File: src/core/appm_map.svh
// Constants for the parallel converter port: field positions, resets, timing
`ifndef APPM_MAP_SVH
`define APPM_MAP_SVH
`define APPM_PM_LO_BIT 4
`define APPM_PM_HI_BIT 5
`define APPM_CTRL_RESET 12'h000
`define APPM_CLK_MHZ 100
`define APPM_CONV_CYCLES 8'h0E
`define APPM_SHUTDOWN_WAKE_MS 10
`define APPM_STANDBY_WAKE_NS 600
`define APPM_SHUTDOWN_WAKE_CYC (`APPM_SHUTDOWN_WAKE_MS * 1000 * `APPM_CLK_MHZ)
`define APPM_STANDBY_WAKE_CYC ((`APPM_STANDBY_WAKE_NS * `APPM_CLK_MHZ + 999) / 1000)
`endif

File: src/core/appm_pkg.sv
// Types for the converter port: power modes for the converter end, states for the host end
package appm_pkg;
  typedef enum logic [1:0] {
    APPM_PM_NORMAL = 2'h0,
    APPM_PM_AUTO_SHUTDOWN = 2'h1,
    APPM_PM_AUTO_STANDBY = 2'h2,
    APPM_PM_FULL_SHUTDOWN = 2'h3
  } appm_pmode_t;
  typedef enum logic [3:0] {
    APPM_H_IDLE = 4'h1,
    APPM_H_STROBE = 4'h2,
    APPM_H_RELEASE = 4'h4,
    APPM_H_DONE = 4'h8
  } appm_hstate_t;
endpackage

File: src/core/appm_bus_if.sv
// Pin-level link between the converter and its host
`timescale 1ns/1ns
interface appm_bus_if;
  logic csN;
  logic rdN;
  logic wrN;
  logic wordMode;
  logic conversionStartN;
  logic busy;
  logic [11:0] devData;
  logic [11:0] devDataOe;
  logic [11:0] hostData;
  logic [11:0] hostDataOe;
  modport dev (input csN, rdN, wrN, wordMode, conversionStartN, hostData, hostDataOe,
    output busy, devData, devDataOe);
  modport host (output csN, rdN, wrN, wordMode, conversionStartN, hostData, hostDataOe,
    input busy, devData, devDataOe);
endinterface

File: src/core/appm_device.sv
// Converter end: parallel read/write port, conversion timing, power modes
`timescale 1ns/1ns
`include "appm_map.svh"
// Notes on behaviour
// [RL1] Word mode: full result on lines 0-11
// [RL2] Byte mode: two reads, shared pin selects byte
// [RL3] Low byte read gives eight LSBs
// [RL4] High byte: four MSBs, channel, zero
// [RL5] Drive bus only while select and read
// [RL6] Release bus after read ends
// [RL7] Tied-low read: data before busy falls
// [RL8] Word write loads whole control word
// [RL9] Byte writes: low first, then high
// [RL10] Host zeroes upper high-byte nibble
// [RL11] Shadow write always one access
// [RL12] Capture write on strobe rising edge
// [RL13] Two-bit field picks four power modes
// [RL14] Reset: normal mode, sampler in hold
// [RL15] Auto shutdown after conversion, wake on rise
// [RL16] Auto standby after conversion, wake on rise
// [RL17] Full shutdown on write edge, held
// [RL18] Leaving full shutdown restarts tracking
// [RL19] Host idles start low in shutdown; the host drives start as !startConv and idles it high
// [RL20] Start fall converts, busy high throughout
// [RL21] Host reads both bytes per sample
module appm_device (
  input wire logic clk_sys,
  input wire logic rst,
  appm_bus_if.dev bus,
  input wire logic [11:0] sampleValue,
  input wire logic [2:0] sampleChannel,
  input wire logic shadowSelect,
  output logic [11:0] controlWord,
  output logic [7:0] shadowWord,
  output logic tracking,
  output logic poweredDown,
  output logic refPowered
);
  logic [1:0] csS, rdS, wrS, cvS, wmS;
  logic [11:0] hdS0, hdS1;
  logic wrSel_q, cv_q, busy_q, track_q, pdn_q, ref_q, hbLatch_q;
  logic [7:0] convCnt_q;
  logic [11:0] result_q, ctrl_q, data_q, oe_q;
  logic [7:0] shadow_q;
  logic [3:0] lowByte_q;
  logic wrSel, wrRise, cvFall, cvRise, readSel, convDone, hbSel;
  logic [11:0] wrWord, rdWord;
  appm_pkg::appm_pmode_t mode, newMode;

  always_ff @(posedge clk_sys or posedge rst) begin
    if (rst) begin
      csS <= 2'h3; rdS <= 2'h3; wrS <= 2'h3; cvS <= 2'h3; wmS <= 2'h0;
      hdS0 <= 12'h000; hdS1 <= 12'h000;
    end else begin
      csS <= {csS[0], bus.csN}; rdS <= {rdS[0], bus.rdN}; wrS <= {wrS[0], bus.wrN};
      cvS <= {cvS[0], bus.conversionStartN}; wmS <= {wmS[0], bus.wordMode};
      hdS0 <= bus.hostData; hdS1 <= hdS0;
    end
  end

  // RL5 gated strobes
  assign readSel = !csS[1] && !rdS[1];
  assign wrSel = !csS[1] && !wrS[1];
  // RL12 rising edge capture
  assign wrRise = wrSel_q && !wrSel;
  assign cvFall = cv_q && !cvS[1];
  assign cvRise = !cv_q && cvS[1];
  assign convDone = busy_q && (convCnt_q == 8'h01);
  assign hbSel = hdS1[8];
  // RL8 word write; RL9 byte pairing low then high
  assign wrWord = wmS[1] ? hdS1 : (hbSel ? {hdS1[3:0], lowByte_q, 4'h0} : {4'h0, hdS1[7:0]});
  assign mode = appm_pkg::appm_pmode_t'(ctrl_q[`APPM_PM_HI_BIT:`APPM_PM_LO_BIT]);
  assign newMode = appm_pkg::appm_pmode_t'(wrWord[`APPM_PM_HI_BIT:`APPM_PM_LO_BIT]);
  // RL1 word, RL3 low byte, RL4 high byte with channel
  assign rdWord = wmS[1] ? result_q :
    (hbSel ? {4'h0, 1'b0, sampleChannel, result_q[11:8]} : {4'h0, result_q[7:0]});

  always_ff @(posedge clk_sys or posedge rst) begin
    if (rst) begin
      wrSel_q <= 1'b0; cv_q <= 1'b1; hbLatch_q <= 1'b0; lowByte_q <= 4'h0;
      ctrl_q <= `APPM_CTRL_RESET; shadow_q <= 8'h00;
    end else begin
      wrSel_q <= wrSel;
      cv_q <= cvS[1];
      if (wrRise) begin
        // RL11 shadow always single access
        if (shadowSelect) shadow_q <= hdS1[7:0];
        else if (wmS[1] || hbSel) begin
          ctrl_q <= wmS[1] ? hdS1 : {hdS1[3:0], lowByte_q, ctrl_q[3:0]};
          hbLatch_q <= 1'b0;
        end else begin
          ctrl_q[3:0] <= hdS1[3:0];
          lowByte_q <= hdS1[7:4];
          hbLatch_q <= 1'b1;
        end
      end
    end
  end

  // RL20 conversion timing, RL13/15/16/17/18 power sequencing
  always_ff @(posedge clk_sys or posedge rst) begin
    if (rst) begin
      busy_q <= 1'b0; convCnt_q <= 8'h00; result_q <= 12'h000;
      // RL14 hold, normal, powered
      track_q <= 1'b0; pdn_q <= 1'b0; ref_q <= 1'b1;
    end else begin
      if (wrRise && !shadowSelect && (wmS[1] || hbSel)) begin
        // RL17 full shutdown on strobe
        if (newMode == appm_pkg::APPM_PM_FULL_SHUTDOWN) begin
          pdn_q <= 1'b1; ref_q <= 1'b0; track_q <= 1'b0;
        // RL18 leaving full shutdown
        end else if (mode == appm_pkg::APPM_PM_FULL_SHUTDOWN) begin
          pdn_q <= 1'b0; ref_q <= 1'b1; track_q <= 1'b1;
        end
      end else if (cvFall && !pdn_q && !busy_q) begin
        busy_q <= 1'b1; track_q <= 1'b0; convCnt_q <= `APPM_CONV_CYCLES;
      end else if (busy_q) begin
        convCnt_q <= convCnt_q - 8'h01;
        // RL7 result latched before busy falls
        // Two edges early so the output register shows it before busy drops
        if (convCnt_q == 8'h03) result_q <= sampleValue;
        if (convDone) begin
          busy_q <= 1'b0;
          // RL15 and RL16 power down after conversion
          case (mode)
            appm_pkg::APPM_PM_AUTO_SHUTDOWN: begin pdn_q <= 1'b1; ref_q <= 1'b0; end
            appm_pkg::APPM_PM_AUTO_STANDBY: begin pdn_q <= 1'b1; ref_q <= 1'b1; end
            default: track_q <= 1'b1;
          endcase
        end
      end else if (cvRise && mode != appm_pkg::APPM_PM_FULL_SHUTDOWN) begin
        // RL14 first rise tracks; RL15/16 wake
        pdn_q <= 1'b0; ref_q <= 1'b1; track_q <= 1'b1;
      end
    end
  end

  // RL5 drive while selected; RL6 release after; RL2 byte width
  always_ff @(posedge clk_sys or posedge rst) begin
    if (rst) begin
      data_q <= 12'h000; oe_q <= 12'h000;
    end else begin
      data_q <= rdWord;
      oe_q <= readSel ? (wmS[1] ? 12'hFFF : 12'h0FF) : 12'h000;
    end
  end

  assign bus.busy = busy_q;
  assign bus.devData = data_q;
  assign bus.devDataOe = oe_q;
  assign controlWord = ctrl_q;
  assign shadowWord = shadow_q;
  assign tracking = track_q;
  assign poweredDown = pdn_q;
  assign refPowered = ref_q;
endmodule

File: src/flat_wrapper.sv
// flat-port wrapper written by rule: the top's interface ports become plain ports
module appm_device_flat 
  (clk_sys, rst, sampleValue, sampleChannel, shadowSelect, controlWord, shadowWord, tracking, poweredDown, refPowered, bus_csN, bus_rdN, bus_wrN, bus_wordMode, bus_conversionStartN, bus_hostData, bus_hostDataOe, bus_busy, bus_devData, bus_devDataOe);
  appm_bus_if bus_i ();
  input wire logic clk_sys;
  input wire logic rst;
  input wire logic [11:0] sampleValue;
  input wire logic [2:0] sampleChannel;
  input wire logic shadowSelect;
  output logic [11:0] controlWord;
  output logic [7:0] shadowWord;
  output logic tracking;
  output logic poweredDown;
  output logic refPowered;
  input wire logic [$bits(bus_i.csN)-1:0] bus_csN;
  input wire logic [$bits(bus_i.rdN)-1:0] bus_rdN;
  input wire logic [$bits(bus_i.wrN)-1:0] bus_wrN;
  input wire logic [$bits(bus_i.wordMode)-1:0] bus_wordMode;
  input wire logic [$bits(bus_i.conversionStartN)-1:0] bus_conversionStartN;
  input wire logic [$bits(bus_i.hostData)-1:0] bus_hostData;
  input wire logic [$bits(bus_i.hostDataOe)-1:0] bus_hostDataOe;
  output wire logic [$bits(bus_i.busy)-1:0] bus_busy;
  output wire logic [$bits(bus_i.devData)-1:0] bus_devData;
  output wire logic [$bits(bus_i.devDataOe)-1:0] bus_devDataOe;
  assign bus_i.csN = bus_csN;
  assign bus_i.rdN = bus_rdN;
  assign bus_i.wrN = bus_wrN;
  assign bus_i.wordMode = bus_wordMode;
  assign bus_i.conversionStartN = bus_conversionStartN;
  assign bus_i.hostData = bus_hostData;
  assign bus_i.hostDataOe = bus_hostDataOe;
  assign bus_busy = bus_i.busy;
  assign bus_devData = bus_i.devData;
  assign bus_devDataOe = bus_i.devDataOe;
  appm_device u_core (.clk_sys(clk_sys), .rst(rst), .bus(bus_i), .sampleValue(sampleValue), .sampleChannel(sampleChannel), .shadowSelect(shadowSelect), .controlWord(controlWord), .shadowWord(shadowWord), .tracking(tracking), .poweredDown(poweredDown), .refPowered(refPowered));
endmodule
File: config.mk
export PLATFORM = sky130hd
export DESIGN_NAME = appm_device_flat
export DESIGN_NICKNAME = d
export VERILOG_FILES = /design/src/core/appm_pkg.sv /design/src/core/appm_bus_if.sv /design/src/core/appm_device.sv /design/src/flat_wrapper.sv
export VERILOG_INCLUDE_DIRS = /design/src /design/src/core
export SDC_FILE = /design/constraint.sdc
export NUM_CORES = 1
export LEC_CHECK = 0
export ABC_CLOCK_PERIOD_IN_PS = 6930
export BUFFER_PORTS_ARGS = -buffer_cell sky130_fd_sc_hd__buf_4
export CORE_ASPECT_RATIO = 0.75
export CORE_MARGIN = 2
export CORE_UTILIZATION = 50
export DETAILED_ROUTE_END_ITERATION = 7
export PLACE_DENSITY = 0.76
export SETUP_SLACK_MARGIN = 0.15
export SLEW_MARGIN = 30
export SYNTH_ARGS = -nofsm -noshare
export SYNTH_HDL_FRONTEND = slang
export SYNTH_SLANG_ARGS = --single-unit
File: constraint.sdc
create_clock -name clk_sys -period 6.93 [get_ports clk_sys]
set_input_delay 0 -clock clk_sys [delete_from_list [all_inputs] [get_ports clk_sys]]
set_output_delay 0 -clock clk_sys [all_outputs]
set_load 0.05 [all_outputs]
==> impl_metrics.toml <==
[synth]
synth_cell_types = 42
synth.yosys.seq_area_share = 0.667
synth_fp_nets = 314
synthArstFlopShare = 1.00
syn_area_per_cell_um2 = 14.1
ys_ff_latch = 98
yosysWarnings = 0
syn_area_mm2 = 0.00370
synthTopCellsByArea = "dfrtp_1 (60%), mux2_2 (7.9%), dfstp_2 (7.1%)"
synth-main-ff-cell = "dfrtp_1"
synthCells = 262
synth_top_cell_by_area = "dfrtp_1"
synth_enable_flop_cells = 0
synthDominantCellAreaShare = 0.596

[floorplanning]
dieHeight_um = 78.5
core_area_mm2 = 0.00726
rows = 27
start_util = 0.509
die_x_um = 103
io_pins = 95
die_area_mm2 = 0.00811

[power_and_ir_drop]
p_per_area_mw_per_mm2 = 349
p_seq_frac = 0.464
ir_drop_mv = 0.243
switching_share = 0.372
leakagePower_nw = 2.29
p_int_mw = 1.06
power_switching_mw = 0.631
power_frac_comb = 0.351
p_clk_frac = 0.185

[clock_network]
clk-insertion-delay-late_ns = 0.35
cts-buffers-inserted = 9
cts_resized = 0
cts_sinks = 98
cts_tree = "yes"
clkTransAtPathRegs_ns = 0.09
cts_buffer_depth = 2
cts_root_buffer = "clkbuf_8"
htree_levels = 3

[detailed_routing]
drt_wl_total_um = 6680
final_antenna_net_count = 0
wl_per_cell_um = 14.0
firstDrtPassIters = 4
drc = 0
vias_per_cell = 4.88
drt_iter0_markers = 76
route.vias.total = 2338

[critical_path]
arrival_ns = 2.79
crit_family = "simple AND/OR/NAND/NOR gates"
slowest_delay_ns = 0.80
path_buf_inv = 0
ff2ff_setup_slack_ns = 4.37
crit_chain = "nor2_2 > or3_1 > and2_4 > and3_4 > mux2_4"
cp_slowest_cell = "dfrtp_1"
r2r_end = "u_core.result_q[6]"
critical_path_required_ns = 7.17
crit_path_start_kind = "flop"
worstReg2RegStart = "u_core.wmS[1]"
cp-end-kind = "flop"
path_class = "reg -> reg"
critPathMaxFanout = 18
ff2ff_path_depth = 5

[flow_run]
max_cap_viol_count = 0

[status]
status = "complete, no violations"

[sta]
timing_hold_violations_final = 0
finalCritPeriodShare = 0.369
relSlewSlack = 0.431
setup_viol = 0
fin_worst_skew_ns = 0.00833
min_period_ns = 2.56
max_freq_mhz = 391
rsz0062_at_grt = "false"
slew_viol_final = 0
tightest_slew_ns = 0.846
setup_tns_ns = 0

[global_route]
grt_pass1_wl_um = 11300
grt_pass1_vias = 2374
track_usage = 0.184
grt_max_degree = 70
antenna_found_initial = 0
grt-ovfl-total = 0

[layout]
antenna_cells = 0
drive_above_1_share = 0.399
fin_util = 0.668
fin_nets = 426
syn_to_final_growth_pct = 31.2
final_common_cell = "dfrtp_1"
final_cell_mix = "dfrtp_1 (88), buf_4 (84), dlygate4sd3_1 (34)"

[placement]
dp_hpwl_um = 4650
gp_congestion = 0.828
io_buffers = 82

[min_path]
hold_path_class = "in -> async"
## cell usage after synthesis (all sizes together), types with 3 or more instances
cell type,instances
dfrtp,88
mux2,36
nand2,20
o21ai,15
buf,14
nor2,11
dfstp,10
inv,7
mux2i,7
and2,6
ha,5
nand3,5
nor3,4
a22o,3
clkbuf,3
nor2b,3
## worst max path at each step
stage	from	slack [ns]	cells past startpoint	endpoint
finish	u_core.wmS[1]	4.37	5	u_core.result_q[6]
floorplan	rst	4.38	1	u_core.bus.busy
CTS	u_core.wmS[1]	4.37	5	u_core.result_q[6]
global placement	u_core.wmS[1]	4.42	5	u_core.result_q[1]
detailed placement	u_core.wmS[1]	4.40	5	u_core.result_q[6]
global route	u_core.wmS[1]	4.21	5	u_core.result_q[10]
## through the flow
| step | hold WS, ns | setup slack [ns] | std cells | total power [mW] | area (um^2) |
|---|---|---|---|---|---|
| 2_1_floorplan | 0.00448 | 4.38 | 262 | 1.21 | 3700 |
| 3_3_place_gp | 0.00440 | 4.42 | 429 | 1.36 | 4330 |
| 3_5_place_dp | 0.00621 | 4.40 | 430 | 1.38 | 4340 |
| 4_1_cts | 0.167 | 4.37 | 479 | 1.71 | 4850 |
| 5_1_grt | 0.168 | 4.21 | 479 | 1.79 | 4850 |
| 6_report | 0.170 | 4.37 | 479 | 1.69 | 4850 |
## area by class of cell
class / instances / area [um^2]
fillers: 532 / 2410
clock buffers: 9 / 124
clock inverters: 6 / 45.0
flip-flops and latches: 98 / 2460
repair buffers: 118 / 971
inverters: 7 / 28.8
well taps: 101 / 126
multi-input cells: 140 / 1090
## tightest hold or removal path, delay by kind of cell
| family | cells | cell delay, ns |
|---|---|---|
| buf+inv | 3 | 0.94 |
## what timing repair did
| action | in CTS | in global routing |
|---|---|---|
| endpoints found under the hold margin | 62 | 0 |
| setup buffers | 0 | 0 |
| hold buffers | 34 | 0 |
## sequential cells by signal, indices dropped and copies added, names as in the netlist, 4 cells and up
signal              flops
u_core.bus.devData     12
u_core.controlWord     12
u_core.hdS0            12
u_core.hdS1            12
u_core.result_q        12
u_core.convCnt_q        8
u_core.shadowWord       8
u_core.lowByte_q        4
## power by group through the flow
stage                     registers [mW]  clock network, mW  logic, mW
after floorplan                    0.978                  0      0.228
after global placement             0.789                  0      0.571
after detailed placement           0.795                  0      0.582
after CTS                          0.785              0.327      0.599
after global routing               0.803              0.354      0.637
final                              0.786              0.314      0.595
## cell families (layout without fill, tap and decap cells)
logic type                 after synthesis  in the layout  share of synthesized area
DFF                                     98             98                      0.667
and+or+nand+nor                         59             59                     0.0809
buffers and inverters                   24            140                     0.0389
adders and majority gates                5              5                     0.0169
AOI/OAI and AO/OA                       31             31                     0.0531
muxes                                   43             43                      0.139
xor gates and xnor gates                 2              2                    0.00474
## routing by layer
| layer | GRT usage | vias up | part of all wire |
|---|---|---|---|
| met4 | 0.0355 | 0 | 0.0072 |
| met2 | 0.293 | 49 | 0.51 |
| li1 | - | 1116 | - |
| met1 | 0.240 | 1168 | 0.43 |
| met5 | 0 | - | 0 |
| met3 | 0.0766 | 5 | 0.051 |
Power figures use the tool's default switching activity.
